File: src/gpc_regs.svh
// Register map, field layout and reset values of the pin-control block.
// Assumes inclusion by the package, the design modules and the bench.
// Notes on behaviour
// - Two ports, fourteen pins, one out-only, one in-only
// - Enabled peripheral takes the pin over
// - Peripheral functions disabled after reset, except debug on output-only pin
// - Reset: directions input, pull-ups off
// - Output-only pin defaults to debug mode-select
// - Data and direction registers per port
// - Port A pull-up enables in bits 5:0
// - Port B pull-up enables in bits 7:0
// - Pull-up off while pin drives output
// - Pull-up off under analog control
// - Port A slew enables in bits 5:0
// - Slew enable ignored on input pins
// - Slew bits 7:6 read zero, 5:0 reset one
// - Pull-up bit 4 ignored on output-only pin
// - Slew bit 5 ignored on input-only pin
// - Port B controls independent of data/direction
`ifndef GPC_REGS_SVH
`define GPC_REGS_SVH

// ==========================================================
// Port geometry
`define GPC_PA_W        6
`define GPC_PB_W        8
`define GPC_PA_OUT_ONLY 4
`define GPC_PA_IN_ONLY  5

// ==========================================================
// Word indices of the registers (address bits 5:2)
`define GPC_OFS_PA_DATA   4'h0
`define GPC_OFS_PA_DIR    4'h1
`define GPC_OFS_PA_PULLUP 4'h2
`define GPC_OFS_PA_SLEW   4'h3
`define GPC_OFS_PB_DATA   4'h4
`define GPC_OFS_PB_DIR    4'h5
`define GPC_OFS_PB_PULLUP 4'h6
`define GPC_OFS_PERIPH_A  4'h7
`define GPC_OFS_PERIPH_B  4'h8
`define GPC_IDX_LSB       2
`define GPC_IDX_W         4

// ==========================================================
// Reset values
`define GPC_RST_DIR_A     6'h00
`define GPC_RST_DIR_B     8'h00
`define GPC_RST_PU_A      6'h00
`define GPC_RST_PU_B      8'h00
`define GPC_RST_SLEW_A    6'h3f
`define GPC_RST_PERIPH    1'b0
`define GPC_RST_BKGD      1'b1
`define GPC_RESP_OKAY     2'b00
`define GPC_RESP_SLVERR   2'b10

`endif

File: src/gpc_pkg.sv
// Types shared by the pin-control block.
// Assumes gpc_regs.svh is on the include path.
`include "gpc_regs.svh"
package gpc_pkg;
   // AXI write address/data as taken by the slave
   typedef struct packed {
      logic [31:0] addr;
      logic [31:0] data;
      logic [3:0]  strb;
   } gpc_wreq_s;
   // Software-visible control fields
   typedef struct packed {
      logic [`GPC_PA_W-1:0] dat_a;
      logic [`GPC_PA_W-1:0] dir_a;
      logic [`GPC_PA_W-1:0] pu_a;
      logic [`GPC_PA_W-1:0] slew_a;
      logic [`GPC_PB_W-1:0] dat_b;
      logic [`GPC_PB_W-1:0] dir_b;
      logic [`GPC_PB_W-1:0] pu_b;
      logic                 bkgd_en;
   } gpc_ctrl_s;
   // Slave handshake states
   typedef enum logic [2:0] {
      GPC_IDLE = 3'b001,
      GPC_RESP = 3'b010,
      GPC_HOLD = 3'b100
   } gpc_bus_e;
endpackage : gpc_pkg

File: src/gpc_pin_mux.sv
// Per-pin output mux and pad control for one port.
// Assumes peripheral enables and analog flags come from this clock.
`timescale 1ns/100ps
module gpc_pin_mux #(
   parameter int W = 8
) (
   // Port settings
   input  wire logic [W-1:0] gp_dat,
   input  wire logic [W-1:0] gp_dir,
   input  wire logic [W-1:0] pu_en,
   input  wire logic [W-1:0] slew_en,
   // Peripheral side
   input  wire logic [W-1:0] per_en,
   input  wire logic [W-1:0] per_oe,
   input  wire logic [W-1:0] per_out,
   input  wire logic [W-1:0] analog_en,
   // Pad side
   output logic      [W-1:0] pad_out,
   output logic      [W-1:0] pad_oe,
   output logic      [W-1:0] pad_pullup,
   output logic      [W-1:0] pad_slew
);
   // ==========================================================
   // One mux per pin
   for (genvar i = 0; i < W; i++) begin : g_pin
      always_comb begin
         // Peripheral wins over the port function
         if (per_en[i]) begin
            pad_out[i] = per_out[i];
            pad_oe[i]  = per_oe[i];
         end else begin
            pad_out[i] = gp_dat[i];
            pad_oe[i]  = gp_dir[i];
         end
         // No pull-up against own drive or analog use
         pad_pullup[i] = pu_en[i] & ~pad_oe[i]
                         & ~analog_en[i];
         // Slew only matters while driving
         pad_slew[i] = slew_en[i] & pad_oe[i];
      end
   end
endmodule : gpc_pin_mux

File: src/gpc_sync.sv
// Two-stage synchroniser for a vector of pin levels.
// Assumes asynchronous inputs and one clock aclk.
`timescale 1ns/100ps
module gpc_sync #(
   parameter int W = 8
) (
   // Clock and reset
   input  wire logic         aclk,
   input  wire logic         aresetn,
   // Levels
   input  wire logic [W-1:0] async_in,
   output logic      [W-1:0] sync_out
);
   logic [W-1:0] meta_reg;   // First stage, read only by second
   // ==========================================================
   // Both stages; reset to zero
   always_ff @(posedge aclk) begin
      if (!aresetn) begin
         meta_reg <= '0;
         sync_out <= '0;
      end else begin
         meta_reg <= async_in;
         sync_out <= meta_reg;
      end
   end
endmodule : gpc_sync

File: src/gpc_top.sv
// Pin-control block for two general-purpose ports, AXI4-Lite slave.
// Assumes pads, peripherals and analog owners sit outside; one clock.
`timescale 1ns/100ps
`include "gpc_regs.svh"
module gpc_top
   import gpc_pkg::*;
(
   // Clock and reset
   input  wire logic                 aclk,
   input  wire logic                 aresetn,
   // AXI4-Lite write address
   input  wire logic [31:0]          s_axi_awaddr,
   input  wire logic                 s_axi_awvalid,
   output logic                      s_axi_awready,
   // AXI4-Lite write data
   input  wire logic [31:0]          s_axi_wdata,
   input  wire logic [3:0]           s_axi_wstrb,
   input  wire logic                 s_axi_wvalid,
   output logic                      s_axi_wready,
   // AXI4-Lite write response
   output logic [1:0]                s_axi_bresp,
   output logic                      s_axi_bvalid,
   input  wire logic                 s_axi_bready,
   // AXI4-Lite read address
   input  wire logic [31:0]          s_axi_araddr,
   input  wire logic                 s_axi_arvalid,
   output logic                      s_axi_arready,
   // AXI4-Lite read data
   output logic [31:0]               s_axi_rdata,
   output logic [1:0]                s_axi_rresp,
   output logic                      s_axi_rvalid,
   input  wire logic                 s_axi_rready,
   // Peripherals sharing port A
   input  wire logic [`GPC_PA_W-1:0] per_a_en,
   input  wire logic [`GPC_PA_W-1:0] per_a_oe,
   input  wire logic [`GPC_PA_W-1:0] per_a_out,
   input  wire logic [`GPC_PA_W-1:0] analog_a_en,
   // Peripherals sharing port B
   input  wire logic [`GPC_PB_W-1:0] per_b_en,
   input  wire logic [`GPC_PB_W-1:0] per_b_oe,
   input  wire logic [`GPC_PB_W-1:0] per_b_out,
   input  wire logic [`GPC_PB_W-1:0] analog_b_en,
   // Background debug on the output-only pin
   input  wire logic                 bkgd_out,
   input  wire logic                 bkgd_oe,
   // Port A pads
   input  wire logic [`GPC_PA_W-1:0] pad_a_in,
   output logic      [`GPC_PA_W-1:0] pad_a_out,
   output logic      [`GPC_PA_W-1:0] pad_a_oe,
   output logic      [`GPC_PA_W-1:0] pad_a_pullup,
   output logic      [`GPC_PA_W-1:0] pad_a_slew,
   // Port B pads
   input  wire logic [`GPC_PB_W-1:0] pad_b_in,
   output logic      [`GPC_PB_W-1:0] pad_b_out,
   output logic      [`GPC_PB_W-1:0] pad_b_oe,
   output logic      [`GPC_PB_W-1:0] pad_b_pullup,
   output logic      [`GPC_PB_W-1:0] pad_b_slew
);

   // ==========================================================
   // State
   typedef struct packed {
      gpc_ctrl_s   ctl;
      gpc_bus_e    wst;
      gpc_bus_e    rst;
      logic        aw_got;
      logic        w_got;
      gpc_wreq_s   wq;
      logic [1:0]  bresp;
      logic [31:0] rdata;
      logic [1:0]  rresp;
   } gpc_state_s;

   gpc_state_s             st_reg;    // Registered state
   gpc_state_s             st_next;   // Next state
   logic [`GPC_PA_W-1:0]   sync_a;    // Port A levels on aclk
   logic [`GPC_PB_W-1:0]   sync_b;    // Port B levels on aclk
   logic [`GPC_PA_W-1:0]   dir_a_eff; // Direction with fixed pins
   logic [`GPC_PA_W-1:0]   pu_a_eff;  // Pull-up with fixed pins
   logic [`GPC_PA_W-1:0]   sl_a_eff;  // Slew with fixed pins
   logic [`GPC_PA_W-1:0]   pa_en;     // Port A owner enables
   logic [`GPC_PA_W-1:0]   pa_oe;
   logic [`GPC_PA_W-1:0]   pa_o;
   logic [`GPC_PA_W-1:0]   rd_a;      // Port A data readback
   logic [`GPC_PB_W-1:0]   rd_b;      // Port B data readback
   logic [`GPC_IDX_W-1:0]  widx;
   logic [`GPC_IDX_W-1:0]  ridx;
   logic [31:0]            wmask;     // Byte enables as bits

   // ==========================================================
   // Pin input synchronisers
   gpc_sync #(.W(`GPC_PA_W)) u_sync_a (
      .aclk     (aclk),
      .aresetn  (aresetn),
      .async_in (pad_a_in),
      .sync_out (sync_a)
   );
   gpc_sync #(.W(`GPC_PB_W)) u_sync_b (
      .aclk     (aclk),
      .aresetn  (aresetn),
      .async_in (pad_b_in),
      .sync_out (sync_b)
   );

   // ==========================================================
   // Port A fixed-function pins
   always_comb begin
      dir_a_eff = st_reg.ctl.dir_a;
      pu_a_eff  = st_reg.ctl.pu_a;
      sl_a_eff  = st_reg.ctl.slew_a;
      pa_en     = per_a_en;
      pa_oe     = per_a_oe;
      pa_o      = per_a_out;
      // Output-only pin: direction forced out, never pulls up
      dir_a_eff[`GPC_PA_OUT_ONLY] = 1'b1;
      pu_a_eff[`GPC_PA_OUT_ONLY]  = 1'b0;
      // Input-only pin: never drives, slew meaningless
      dir_a_eff[`GPC_PA_IN_ONLY]  = 1'b0;
      sl_a_eff[`GPC_PA_IN_ONLY]   = 1'b0;
      pa_oe[`GPC_PA_IN_ONLY]      = 1'b0;
      // Debug function owns the output-only pin when enabled
      if (st_reg.ctl.bkgd_en) begin
         pa_en[`GPC_PA_OUT_ONLY] = 1'b1;
         pa_oe[`GPC_PA_OUT_ONLY] = bkgd_oe;
         pa_o[`GPC_PA_OUT_ONLY]  = bkgd_out;
      end
   end

   // ==========================================================
   // Pad muxes
   gpc_pin_mux #(.W(`GPC_PA_W)) u_mux_a (
      .gp_dat     (st_reg.ctl.dat_a),
      .gp_dir     (dir_a_eff),
      .pu_en      (pu_a_eff),
      .slew_en    (sl_a_eff),
      .per_en     (pa_en),
      .per_oe     (pa_oe),
      .per_out    (pa_o),
      .analog_en  (analog_a_en),
      .pad_out    (pad_a_out),
      .pad_oe     (pad_a_oe),
      .pad_pullup (pad_a_pullup),
      .pad_slew   (pad_a_slew)
   );
   // Port B pad settings stand apart from data/direction
   gpc_pin_mux #(.W(`GPC_PB_W)) u_mux_b (
      .gp_dat     (st_reg.ctl.dat_b),
      .gp_dir     (st_reg.ctl.dir_b),
      .pu_en      (st_reg.ctl.pu_b),
      .slew_en    ({`GPC_PB_W{1'b0}}),
      .per_en     (per_b_en),
      .per_oe     (per_b_oe),
      .per_out    (per_b_out),
      .analog_en  (analog_b_en),
      .pad_out    (pad_b_out),
      .pad_oe     (pad_b_oe),
      .pad_pullup (pad_b_pullup),
      .pad_slew   (pad_b_slew)
   );

   // ==========================================================
   // Data readback: pin level for inputs, latch for outputs
   always_comb begin
      rd_a = (dir_a_eff & st_reg.ctl.dat_a) | (~dir_a_eff & sync_a);
      rd_b = (st_reg.ctl.dir_b & st_reg.ctl.dat_b)
             | (~st_reg.ctl.dir_b & sync_b);
   end

   // ==========================================================
   // Bus handshakes; ready is high only while idle and not held
   assign s_axi_awready = (st_reg.wst == GPC_IDLE) & ~st_reg.aw_got;
   assign s_axi_wready  = (st_reg.wst == GPC_IDLE) & ~st_reg.w_got;
   assign s_axi_bvalid  = (st_reg.wst == GPC_RESP);
   assign s_axi_bresp   = st_reg.bresp;
   assign s_axi_arready = (st_reg.rst == GPC_IDLE);
   assign s_axi_rvalid  = (st_reg.rst == GPC_RESP);
   assign s_axi_rdata   = st_reg.rdata;
   assign s_axi_rresp   = st_reg.rresp;

   assign widx = st_reg.wq.addr[`GPC_IDX_LSB +: `GPC_IDX_W];
   assign ridx = s_axi_araddr[`GPC_IDX_LSB +: `GPC_IDX_W];
   for (genvar b = 0; b < 4; b++) begin : g_mask
      assign wmask[8*b +: 8] = {8{st_reg.wq.strb[b]}};
   end

   // ==========================================================
   // Next-state logic: register writes and reads
   always_comb begin
      logic [31:0] wv;
      wv      = '0;
      st_next = st_reg;
      // Write channel capture, either order
      if (s_axi_awvalid && s_axi_awready) begin
         st_next.aw_got  = 1'b1;
         st_next.wq.addr = s_axi_awaddr;
      end
      if (s_axi_wvalid && s_axi_wready) begin
         st_next.w_got   = 1'b1;
         st_next.wq.data = s_axi_wdata;
         st_next.wq.strb = s_axi_wstrb;
      end
      unique case (st_reg.wst)
         GPC_IDLE: begin
            if (st_reg.aw_got && st_reg.w_got) begin
               st_next.wst   = GPC_RESP;
               st_next.bresp = `GPC_RESP_OKAY;
               st_next.aw_got = 1'b0;
               st_next.w_got  = 1'b0;
               // Masked merge with the stored value
               unique case (widx)
                  `GPC_OFS_PA_DATA: begin
                     wv = (32'(st_reg.ctl.dat_a) & ~wmask)
                          | (st_reg.wq.data & wmask);
                     st_next.ctl.dat_a = wv[`GPC_PA_W-1:0];
                  end
                  `GPC_OFS_PA_DIR: begin
                     wv = (32'(st_reg.ctl.dir_a) & ~wmask)
                          | (st_reg.wq.data & wmask);
                     st_next.ctl.dir_a = wv[`GPC_PA_W-1:0];
                  end
                  `GPC_OFS_PA_PULLUP: begin
                     wv = (32'(st_reg.ctl.pu_a) & ~wmask)
                          | (st_reg.wq.data & wmask);
                     st_next.ctl.pu_a = wv[`GPC_PA_W-1:0];
                  end
                  `GPC_OFS_PA_SLEW: begin
                     wv = (32'(st_reg.ctl.slew_a) & ~wmask)
                          | (st_reg.wq.data & wmask);
                     st_next.ctl.slew_a = wv[`GPC_PA_W-1:0];
                  end
                  `GPC_OFS_PB_DATA: begin
                     wv = (32'(st_reg.ctl.dat_b) & ~wmask)
                          | (st_reg.wq.data & wmask);
                     st_next.ctl.dat_b = wv[`GPC_PB_W-1:0];
                  end
                  `GPC_OFS_PB_DIR: begin
                     wv = (32'(st_reg.ctl.dir_b) & ~wmask)
                          | (st_reg.wq.data & wmask);
                     st_next.ctl.dir_b = wv[`GPC_PB_W-1:0];
                  end
                  `GPC_OFS_PB_PULLUP: begin
                     wv = (32'(st_reg.ctl.pu_b) & ~wmask)
                          | (st_reg.wq.data & wmask);
                     st_next.ctl.pu_b = wv[`GPC_PB_W-1:0];
                  end
                  `GPC_OFS_PERIPH_A: begin
                     if (st_reg.wq.strb[0])
                        st_next.ctl.bkgd_en = st_reg.wq.data[0];
                  end
                  `GPC_OFS_PERIPH_B: ;
                  default: st_next.bresp = `GPC_RESP_SLVERR;
               endcase
            end
         end
         GPC_RESP: begin
            if (s_axi_bready) st_next.wst = GPC_IDLE;
         end
         default: st_next.wst = GPC_IDLE;
      endcase
      // Read channel; slew bits 7:6 read as zero via zero fill
      unique case (st_reg.rst)
         GPC_IDLE: begin
            if (s_axi_arvalid) begin
               st_next.rst   = GPC_RESP;
               st_next.rresp = `GPC_RESP_OKAY;
               unique case (ridx)
                  `GPC_OFS_PA_DATA:   st_next.rdata = 32'(rd_a);
                  `GPC_OFS_PA_DIR:    st_next.rdata = 32'(st_reg.ctl.dir_a);
                  `GPC_OFS_PA_PULLUP: st_next.rdata = 32'(st_reg.ctl.pu_a);
                  `GPC_OFS_PA_SLEW:
                     st_next.rdata = 32'(st_reg.ctl.slew_a);
                  `GPC_OFS_PB_DATA:   st_next.rdata = 32'(rd_b);
                  `GPC_OFS_PB_DIR:    st_next.rdata = 32'(st_reg.ctl.dir_b);
                  `GPC_OFS_PB_PULLUP: st_next.rdata = 32'(st_reg.ctl.pu_b);
                  `GPC_OFS_PERIPH_A:
                     st_next.rdata = 32'(st_reg.ctl.bkgd_en);
                  `GPC_OFS_PERIPH_B:  st_next.rdata = '0;
                  default: begin
                     st_next.rdata = '0;
                     st_next.rresp = `GPC_RESP_SLVERR;
                  end
               endcase
            end
         end
         GPC_RESP: begin
            if (s_axi_rready) st_next.rst = GPC_IDLE;
         end
         default: st_next.rst = GPC_IDLE;
      endcase
   end

   // ==========================================================
   // State register; reset values set every default
   always_ff @(posedge aclk) begin
      if (!aresetn) begin
         st_reg            <= '0;
         st_reg.wst        <= GPC_IDLE;
         st_reg.rst        <= GPC_IDLE;
         st_reg.ctl.dir_a  <= `GPC_RST_DIR_A;
         st_reg.ctl.dir_b  <= `GPC_RST_DIR_B;
         st_reg.ctl.pu_a   <= `GPC_RST_PU_A;
         st_reg.ctl.pu_b   <= `GPC_RST_PU_B;
         st_reg.ctl.slew_a <= `GPC_RST_SLEW_A;
         // Debug/mode-select owns output-only pin after reset
         st_reg.ctl.bkgd_en <= `GPC_RST_BKGD;
      end else begin
         st_reg <= st_next;
      end
   end
   // Shared peripheral enables are inputs; owners reset them
   // to off, leaving port logic in control of every pin but the output-only one.

endmodule : gpc_top

File: config.mk
export PLATFORM = sky130hd
export DESIGN_NAME = gpc_top
export DESIGN_NICKNAME = d
export VERILOG_FILES = /design/src/gpc_pkg.sv /design/src/gpc_pin_mux.sv /design/src/gpc_sync.sv /design/src/gpc_top.sv
export VERILOG_INCLUDE_DIRS = /design/src
export SDC_FILE = /design/constraint.sdc
export NUM_CORES = 1
export LEC_CHECK = 0
export BUFFER_PORTS_ARGS = -buffer_cell sky130_fd_sc_hd__buf_2
export CORE_MARGIN = 1
export CORE_UTILIZATION = 45
export DETAILED_ROUTE_END_ITERATION = 6
export HOLD_SLACK_MARGIN = 0.08
export PLACE_DENSITY = 0.81
export SETUP_SLACK_MARGIN = 0.3
export SLEW_MARGIN = 5
export SYNTH_ARGS = -nofsm -noshare
export SYNTH_HDL_FRONTEND = slang
export SYNTH_SLANG_ARGS = --single-unit
File: constraint.sdc
create_clock -name aclk -period 1.7 [get_ports aclk]
set_input_delay 0.085 -clock aclk [delete_from_list [all_inputs] [get_ports aclk]]
set_output_delay 0.085 -clock aclk [all_outputs]
set_load 0.005 [all_outputs]
[Word-level counts from Yosys, hierarchy flattened]
Cells that the tools add are included.
Storage, ports and cells
  register bits: 136
  logic and storage cells: 191
  output and inout port bits: 97
  input bits: 179
  bits in read-only memories: 0
  bits in writable memories: 0
  memories: 0
  bits in latches: 0
Cells by class
  div/mod/pow operators: 0
  add/sub/neg operators: 0
  muxes and demuxes: 43
  multiply operators: 0
  bitwise gates (word level): 83
  equality and inequality tests: 24
  magnitude comparators: 0
  reductions and logical operators: 19
  shift-type cells: 0
Operators by type and width (number)
  one-hot mux 8 bit (8 select lines): 1
  AND 8 bit: 6
  AND 1 bit: 32
  equality test 4 x 3 -> 1 bit (second input constant): 8
  two-way mux 1 bit: 32
  bitwise OR 8 bit: 4
  AND 6 bit: 5
  bitwise OR 6 bit: 5
  NOT 1 bit: 27
  AND reduction 3 bit: 7
  OR reduction 9 bit: 2
  equality test 4 x 2 -> 1 bit (second input constant): 4
  NOT 8 bit: 2
  two-way mux 3 bit: 4
  one-hot mux 3 bit (2 select lines): 2
  equality test 4 x 1 -> 1 bit (second input constant): 2
  equality test 4 bit (second input constant): 2
  zero test 4 bit: 2
  two-way mux 2 bit: 4
  AND reduction 2 bit: 4
  AND 5 x 6 -> 6 bit: 1
  equality test 3 x 1 -> 1 bit (second input constant): 2
  equality test 3 x 2 -> 1 bit (second input constant): 2
  inequality test 2 x 1 -> 1 bit (second input constant): 3
  other kinds (4): 6

[Logic depth before layout (Yosys ltp)]
Gate-level depths: netlist of the first run.
  word-level depth: 6
  mapped depth: 6
  mapped depth without buffers: 4

[Hierarchy]
From an unflattened synthesis of the first run, not the netlist that was laid out.
Unflattened totals
  cell total of the unflattened synthesis: 529
  area total of the unflattened synthesis: 5350.1 µm²
Modules (own cells, without submodules)
  gpc_top: area each 3936.3 µm², times used 1, cells an instance 415
  gpc_sync at u_sync_b: area each 446.7 µm², times used 1, cells an instance 33
  gpc_pin_mux at u_mux_b: area each 360.3 µm², times used 1, cells an instance 32
  gpc_sync at u_sync_a: area each 336.6 µm², times used 1, cells an instance 25
  gpc_pin_mux at u_mux_a: area each 270.3 µm², times used 1, cells an instance 24

[Worst setup path before layout of the first run]
Ideal clock, no wire load.
  kind: reg-to-reg
  start point: register st_reg[105] (netlist bit)
  end point: register with a tool-made name
  setup time: 72 ps
  setup slack: 278 ps
  cell stages (with the launch flop): 6
  arrival: 1350 ps
  clock period less this slack: 1422 ps
  cells stage by stage: dfxtp_1 -> and4b_1 -> buf_6 -> nand3b_4 -> nor3b_4 -> mux2i_1
RTL lines
  from (decl): RTL line gpc_top.sv:74  | gpc_state_s st_reg;
  from (signal assigned): RTL line gpc_top.sv:307  | st_reg <= st_next;

==> run summary, run 1 <==
fmax = 688 MHz
first-pass GRT wire length = 19.8 mm
CTS tree = yes
I/O Buffers = 152
RSZ-0062 raised after global routing = yes
cell taking the most area after synthesis = dfxtp_1
status = completed
final WL = 12.6 mm
Syn. warnings = 0
HPWL Detailed = 9.27 mm
Setup crit start kind = flop
Critical-path top delay cell = and4b_2
Chip Width = 107 um
synth top area cells = dfxtp_1 42%, mux2i_1 9.3%, buf_4 7.2%
most common cell in the netlist = dfxtp_1
GRT Residual Overflow = 0
Final ANT Viol Nets = 0
Buf/Inv on CP = 1
Max Fanout on Critical Path = 6
pre-CTS setup slack = 109 ps
CP max stage delay = 350 ps
crit-path cells = and4b_2 > nand3b_4 > nor3b_4 > buf_6 > mux2i_1
Clock Sink Count = 104
core region area = 0.0105 mm^2
Slew Viols, Final = 0
footprint of the multi-input gates = 0.00258 mm^2
antenna violations before repair = 0
Cells after Synth = 527
flop2flop setup slack = 250 ps
Initial Util = 47.1%
CTS Root Cell = clkbuf_8
DRT iter0 DRCs = 267
setup slack after layout = 247 ps
max_cap viols = 0
min cycle time layout = 1450 ps
Yosys reg bits = 104
Tot GR Track Use = 22.2%
DRC viols = 0
Leakage = 2.83 nW
top_reg_cell synth = dfxtp_1
number of buffers created by CTS = 9
CTS clk-pin slew, worst paths = 90 ps
post-synth top area share = 42.3%
HP Class = in -> reg
Syn-to-layout area delta = 29.6%
Crit. End Element = flop
register area = 0.00212 mm^2
Top-Level Pins = 276
WS Path Type = reg -> reg
vias in the first global route = 4170
Clk Latency, worst-skew pair = 360 ps
Die Y = 107 um
CP delay by family, top = simple AND/OR/NAND/NOR gates
die area = 0.0114 mm^2
register area share after synthesis = 42.3%
crit path DAT = 1740 ps
Avg Vias per Cell = 5.13
Syn Area/Cell = 9.35 um^2
mean routed wirelength per cell = 14.9 um
post-synthesis cell type count = 50
period utilisation layout = 85.5%
nets = 884
Post-synth EDFFs = 0
Critical Path RT = 1980 ps
total number of vias = 4338
row cnt = 37
maximum VDD drop = 457 uV
drt pass-1 iters = 5
Setup TNS Final = 0 ps
placed cells = 791
Layout fillers = 892
fin util = 61.0%
PwrDens = 750 mW/mm^2
Setup violations, final = 0
Antenna diodes = 0
asr flop ratio synth = 0%
H-tree depth = 3
Syn Std Cell Area = 0.00493 mm^2
Clock Skew = 8.09 ps
Post-synth top cells = 104 x dfxtp_1, 60 x nand2_1, 47 x buf_4
pin count of the biggest net entering global routing = 50
final hold vios = 0
proportion of layout cells with a drive suffix above 1 = 37.9%
global placement routability congestion = 0.908
Final Non-Filler Cells = 846
Clock Path Buffers = 2
==> cells by family after synthesis <==
group | Yosys count | share of synthesized area [%]
simple gates | 190 | 21.9
flops | 104 | 42.3
buf+inv | 81 | 10.1
compound gates | 76 | 9.65
mux | 75 | 16.0
other cells | 1 | 0.0761
==> worst min-delay path: stages <==
cell	delay, ps
buf_2	170
nor2_1	50
o21ai_0	80
a31oi_1	90
==> final timing paths <==
check	start	to	depth (start not counted)
max	st_reg[110]	flop	5
min	s_axi_araddr[5]	s_axi_rdata[0]	4
max reg2reg	st_reg[110]	flop	5
min reg2reg	u_sync_b.meta_reg[0]	u_sync_b.sync_out[0]	1
==> metal layers <==
layer  track usage [%]  vias up  routed length (um)
li1                  -     2101                   -
met1              26.4     1996                5220
met2              38.6      211                6240
met3              4.56       30                 831
met4              9.10        0                 342
met5                 0        -                   0
==> where the power goes <==
part	switching (W)	leakage, nW	internal, W	total, W
Sequential	0.0000462	0.855	0.00249	0.00254
Clock	0.000806	0.104	0.000832	0.00164
Combinational	0.000296	1.87	0.000317	0.000613
==> what timing repair did <==
item / CTS / global route
hold buffers: 29 / 0
buffers inserted: 2 / 8
setup endpoints to repair: 56 / 85
hold endpoints to repair: 29 / 0
resized for setup: 24 / 29
pin swaps: 1 / 4
==> final cells by class <==
| type | instances | share of cell area [%] |
|---|---|---|
| Tap cell | 136 | 2.67 |
| Multi-Input combinational cell | 378 | 40.5 |
| Sequential cell | 104 | 33.1 |
| Timing Repair Buffer | 205 | 20.0 |
| Inverter | 7 | 0.412 |
| Clock inverter | 5 | 1.27 |
| Clock buffer | 11 | 2.06 |
==> stage by stage <==
| stage | total power, W | hold slack, ps | area (um^2) |
|---|---|---|---|
| 2_1_floorplan | 0.00295 | 200 | 5060 |
| 3_3_place_gp | 0.00311 | 294 | 5640 |
| 3_5_place_dp | 0.00313 | 297 | 5640 |
| 4_1_cts | 0.00480 | 140 | 6230 |
| 5_1_grt | 0.00501 | 175 | 6380 |
| 6_report | 0.00479 | 167 | 6380 |
==> layout by cell type (no fill, tap or decap), types with 7 or more instances in the layout <==
| master | instances |
|---|---|
| dlygate4sd3_1 | 29 |
| buf_2 | 152 |
| o21ai_0 | 32 |
| dfxtp_1 | 87 |
| nand2_1 | 59 |
| nor2_1 | 8 |
| nor3b_2 | 11 |
| nand3_1 | 29 |
| dfxtp_2 | 12 |
| clkbuf_8 | 9 |
| a21boi_0 | 11 |
| mux2i_1 | 46 |
| buf_4 | 17 |
| inv_1 | 7 |
| conb_1 | 37 |
| nor2b_1 | 15 |
| mux2_2 | 25 |
| and2_1 | 31 |
Power figures use the tool's default switching activity.
==> run 2, diff against run 1 <==
==> constraint.sdc (replaced) <==
create_clock -name aclk -period 1.7 [get_ports aclk]
set_input_delay 0.17 -clock aclk [delete_from_list [all_inputs] [get_ports aclk]]
set_output_delay 0.17 -clock aclk [all_outputs]
set_load 0.005 [all_outputs]
==> run 2 against run 1 <==
Against the previous run:
- utilization increased by 0.59 points
- design area increased by 0.96%
- global-route usage rose by 0.43 points
- combinational power rose by 1%
- sequential cell count stayed put
- die area unchanged
- clock skew grew 2.9 ps
- sequential power about the same
- final cell count is 0.24% higher
- first-iteration DRC count grew 19%
- critical path type unchanged
==> run summary, run 2 (synthesis gave the netlist of run 1 again) <==
nets = 886
Setup violations, final = 0
cell area after layout = 0.00645 mm^2
number of buffers created by CTS = 9
total number of vias = 4443
CTS tree = yes
WS Path Type = reg -> reg
Critical-path top delay cell = and4b_4
Clock Sink Count = 104
DRC viols = 0
first-pass GRT wire length = 20.1 mm
die area = 0.0114 mm^2
Final ANT Viol Nets = 0
crit-path cells = and4b_4 > nand3b_4 > nor3b_4 > buf_6 > mux2i_1
proportion of layout cells with a drive suffix above 1 = 40.2%
HPWL Detailed = 9.22 mm
Top-Level Pins = 276
Slew Viols, Final = 0
mean routed wirelength per cell = 15.4 um
Initial Util = 47.1%
DP Area = 0.00563 mm^2
CTS Root Cell = clkbuf_8
Leakage = 2.86 nW
min cycle time layout = 1480 ps
most common cell after layout, fill and taps aside = buf_2
Tot GR Track Use = 22.6%
Avg Vias per Cell = 5.24
period utilisation layout = 87.3%
R2R cell count = 5
fmax = 674 MHz
Antenna diodes = 0
Syn-to-layout area delta = 30.8%
Setup crit start kind = flop
RR Startpoint = st_reg[110]
CTS clk-pin slew, worst paths = 90 ps
I/O Buffers = 152
Max Fanout on Critical Path = 6
antenna violations before repair = 0
CP max stage delay = 380 ps
Clk Latency, worst-skew pair = 360 ps
Setup TNS Final = 0 ps
Chip Width = 107 um
Critical Path RT = 1980 ps
pin count of the biggest net entering global routing = 60
max_cap viols = 0
Clock Skew = 11.0 ps
global placement routability congestion = 0.911
drt pass-1 iters = 5
PwrDens = 742 mW/mm^2
maximum VDD drop = 468 uV
RSZ-0062 raised after global routing = yes
Crit. End Element = flop
Clock Path Buffers = 2
Final Non-Filler Cells = 848
HP Class = in -> reg
placed cells = 790
DRT iter0 DRCs = 319
row cnt = 37
vias in the first global route = 4170
final WL = 13.1 mm
commonest cells after routing, fill and taps aside = 148 x buf_2, 86 x dfxtp_1, 60 x nand2_1
status = completed
flop2flop setup slack = 220 ps
GRT Residual Overflow = 0
crit path DAT = 1770 ps
CP Launch Point = st_reg[110]
core region area = 0.0105 mm^2
footprint of the multi-input gates = 0.00262 mm^2
register area = 0.00211 mm^2
Layout fillers = 906
H-tree depth = 3
Die Y = 107 um
final hold vios = 0
-- run 2: how the worst min path moves through the flow --
stage                          from              endpoint  slack [ps]  cells after the start
global route        s_axi_awaddr[5]            st_reg[77]         110                      3
CTS                 s_axi_awaddr[5]            st_reg[77]          90                      3
finish              s_axi_awaddr[5]            st_reg[77]         100                      3
detailed placement      pad_b_in[2]  u_sync_b.meta_reg[2]         380                      2
floorplan               pad_a_in[0]  u_sync_a.meta_reg[0]         300                      1
global placement        pad_b_in[7]  u_sync_b.meta_reg[7]         380                      2
-- run 2: worst max-delay path: cells and delay by family (launching register included) --
family                 cells  cell delay [ps]
buffers and inverters      1              160
DFF                        1              340
muxes                      1              200
and+or+nand+nor            3              700
-- run 2: metal layers --
metal,GRT usage [%],up-vias,routed length (um)
met1,27.3,2080,5310
met4,7.34,0,281
li1,-,2104,-
met3,4.26,27,865
met5,0,-,0
met2,40.2,232,6600
-- run 2: what timing repair did --
action,4_1_cts,5_1_grt
hold buffers,23,0
gates cloned,0,1
endpoints found under the hold margin,23,0
setup buffers,13,5
gates resized for setup,38,38
setup endpoints to repair,67,85
pin swaps,7,6
-- run 2: final cells by class --
class                   count  share of cell area [%]
clock buffers              12                    2.56
clock inverters             4                   0.796
inverters                   7                   0.408
multi-input cells         378                    40.7
flip-flops and latches    104                    32.8
well taps                 136                    2.64
repair buffers            207                    20.1
-- run 2: through the flow --
step | hold WS, ps | total power, W | util [%] | worst slack [ps]
after floorplan | 297 | 0.00295 | - | 291
after global placement | 379 | 0.00311 | 53.8 | 154
after detailed placement | 380 | 0.00313 | 53.8 | 65.8
after CTS | 89.7 | 0.00477 | 60.1 | 197
after global routing | 112 | 0.00498 | 61.6 | 157
final | 99.1 | 0.00478 | 61.6 | 216
-- run 2: report_power, final --
| part | internal (W) | switching (W) |
|---|---|---|
| sequential | 0.00250 | 0.0000457 |
| combinational | 0.000317 | 0.000302 |
| clock | 0.000802 | 0.000821 |
| total | 0.00362 | 0.00117 |
==> run 3, diff against run 2 <==
--- a/config.mk
+++ b/config.mk
@@ -11,9 +11,10 @@
 export CORE_UTILIZATION = 45
 export DETAILED_ROUTE_END_ITERATION = 6
 export HOLD_SLACK_MARGIN = 0.08
-export PLACE_DENSITY = 0.81
+export PLACE_DENSITY = 0.8
 export SETUP_SLACK_MARGIN = 0.3
 export SLEW_MARGIN = 5
 export SYNTH_ARGS = -nofsm -noshare
 export SYNTH_HDL_FRONTEND = slang
+export SYNTH_HIERARCHICAL = 1
 export SYNTH_SLANG_ARGS = --single-unit
==> run 3 against run 2 <==
Against the previous run:
- design area is 11% higher
- sequential share of layout area decreased by 2.8 points
- final cell count up 2.8%
- clock skew decreased by 1.8 ps
- first-iteration DRC count fell by 60%
- critical path depth fell by 1
- hold slack got worse by 8.1 ps
- highest routed layer unchanged
- sequential power hardly changed
==> run summary, run 3 <==
Tot GR Track Use = 21.5%
min cycle time layout = 1690 ps
row cnt = 39
GRT met3 Usage = 3.73%
Total Power = 0.00526 W
Max Fanout on Critical Path = 3
R2R cell count = 6
Setup violations, final = 0
crit-path cells = mux2_4 > mux2_4 > buf_4 > buf_2
proportion of layout cells with a drive suffix above 1 = 46.6%
Crit. End Element = output port
core region area = 0.0115 mm^2
Critical-path top delay cell = dfxtp_4
final WL = 13.3 mm
Syn Std Cell Area = 0.00530 mm^2
period utilisation layout = 99.3%
Syn. warnings = 6
Clock Skew = 9.20 ps
Final ANT Viol Nets = 0
Leakage = 3.29 nW
Clock Sink Count = 104
DRC viols = 0
Buf/Inv on CP = 2
I/O Buffers = 153
Syn Area/Cell = 10.1 um^2
first-pass GRT wire length = 21.1 mm
Final Non-Filler Cells = 872
global placement routability congestion = 0.842
WS Path Type = reg -> out
H-tree depth = 3
placed cells = 811
flop2flop setup slack = 140 ps
M1 GR Usage = 26.2%
RR Startpoint = st_reg[110]
CTS tree = yes
PwrDens = 735 mW/mm^2
Chip Width = 110 um
CTS Root Cell = clkbuf_16
total number of vias = 4364
Initial Util = 46.2%
Critical Path RT = 1530 ps
RSZ-0062 raised after global routing = yes
HPWL Detailed = 9.17 mm
Slew Viols, Final = 0
Cells after Synth = 525
CTS clk-pin slew, worst paths = 70 ps
CP Launch Point = st_reg[112]
most common cell after layout, fill and taps aside = buf_2
Stages on worst setup path = 4
Layout fillers = 900
Clock Path Buffers = 2
CP max stage delay = 360 ps
antenna violations before repair = 0
grt met2 use = 37.9%
global route hottest layer = met2
Worst path most repeated cell = mux2_4
drt pass-1 iters = 4
max_cap viols = 0
CP delay by family, top = multiplexers
worst setup path end = pad_a_oe[4]
commonest cells after routing, fill and taps aside = 147 x buf_2, 81 x dfxtp_1, 59 x mux2i_1
final hold vios = 0
fmax = 593 MHz
number of buffers created by CTS = 9
Die Y = 110 um
mean routed wirelength per cell = 15.3 um
GRT Residual Overflow = 0
HP Class = in -> reg
die area = 0.0122 mm^2
status = completed
Avg Vias per Cell = 5.00
crit path DAT = 1520 ps
Syn-to-layout area delta = 35.0%
maximum VDD drop = 430 uV
pin count of the biggest net entering global routing = 41
Setup crit start kind = flop
nets = 904
Antenna diodes = 0
Clk Latency, worst-skew pair = 340 ps
Top-Level Pins = 276
DRT iter0 DRCs = 128
vias in the first global route = 4335
[run 3: changes by cell type in the layout (fill, tap and decap cells not counted), moves of 5 or more]
cell / delta
nor2b_1: +38
nand2_1: -26
nand3_1: -23
and2_2: +19
mux2_4: +14
mux2i_1: +13
clkbuf_8: -11
and2_1: -10
clkbuf_16: +9
dfxtp_4: +9
o21ai_0: -8
mux2_2: -7
buf_6: +5
dfxtp_1: -5
[run 3: area by class of cell]
cell class	instances	area, um^2	share of cell area (%)
multi-input cells	387	3080	43.0
flip-flops and latches	104	2140	29.9
clock buffers	10	239	3.34
inverters	5	18.8	0.262
well taps	143	179	2.50
repair buffers	218	1460	20.4
clock inverters	5	41.3	0.577
[run 3: how the worst min path moves through the flow]
| stage | cells after the start | endpoint | slack, ps | startpoint |
|---|---|---|---|---|
| 3_5_place_dp | 2 | u_sync_a/meta_reg[2] | 390 | pad_a_in[2] |
| 4_1_cts | 3 | st_reg[46] | 80 | s_axi_wdata[6] |
| 6_report | 3 | st_reg[46] | 90 | s_axi_wdata[6] |
| 5_1_grt | 3 | st_reg[46] | 100 | s_axi_wdata[6] |
| 3_3_place_gp | 2 | u_sync_a/meta_reg[3] | 390 | pad_a_in[3] |
| 2_1_floorplan | 1 | u_sync_b/meta_reg[0] | 310 | aresetn |
[run 3: timing repair]
| action | 4_1_cts | 5_1_grt |
|---|---|---|
| setup endpoints to repair | 80 | 85 |
| hold buffers | 22 | 0 |
| setup buffers | 20 | 4 |
| endpoints found under the hold margin | 22 | 0 |
| pin swaps | 14 | 11 |
| gates resized for setup | 57 | 36 |
| gates cloned | 0 | 0 |
[run 3: layer usage]
metal,share of wire (%),up-vias
met5,0,-
met4,1.8,0
met2,50,162
li1,-,2131
met3,5.0,22
met1,43,2049
[run 3: worst reg2reg max path: stages (launching register included)]
cell and delay, ps:
dfxtp_2 340, nand4b_4 190, buf_6 150, nor4_4 260
buf_6 200, mux2i_1 220, nor2b_1 70
[run 3: per-stage QoR]
step	utilization, %	setup TNS [ps]	worst slack (ps)	hold slack, ps	instance area [um^2]
final	62.4	0	12.5	91.0	7150
after global routing	62.4	-56.6	-31.3	97.8	7150
after CTS	61.0	0	2.20	80.9	7000
after detailed placement	53.9	0	101	392	6180
after global placement	53.9	0	117	390	6180
after floorplan	-	0	227	306	5490
[run 3: power breakdown]
part	switching (W)	internal [W]
registers	0.0000645	0.00249
clock network	0.000914	0.00104
logic	0.000332	0.000413
total	0.00131	0.00395
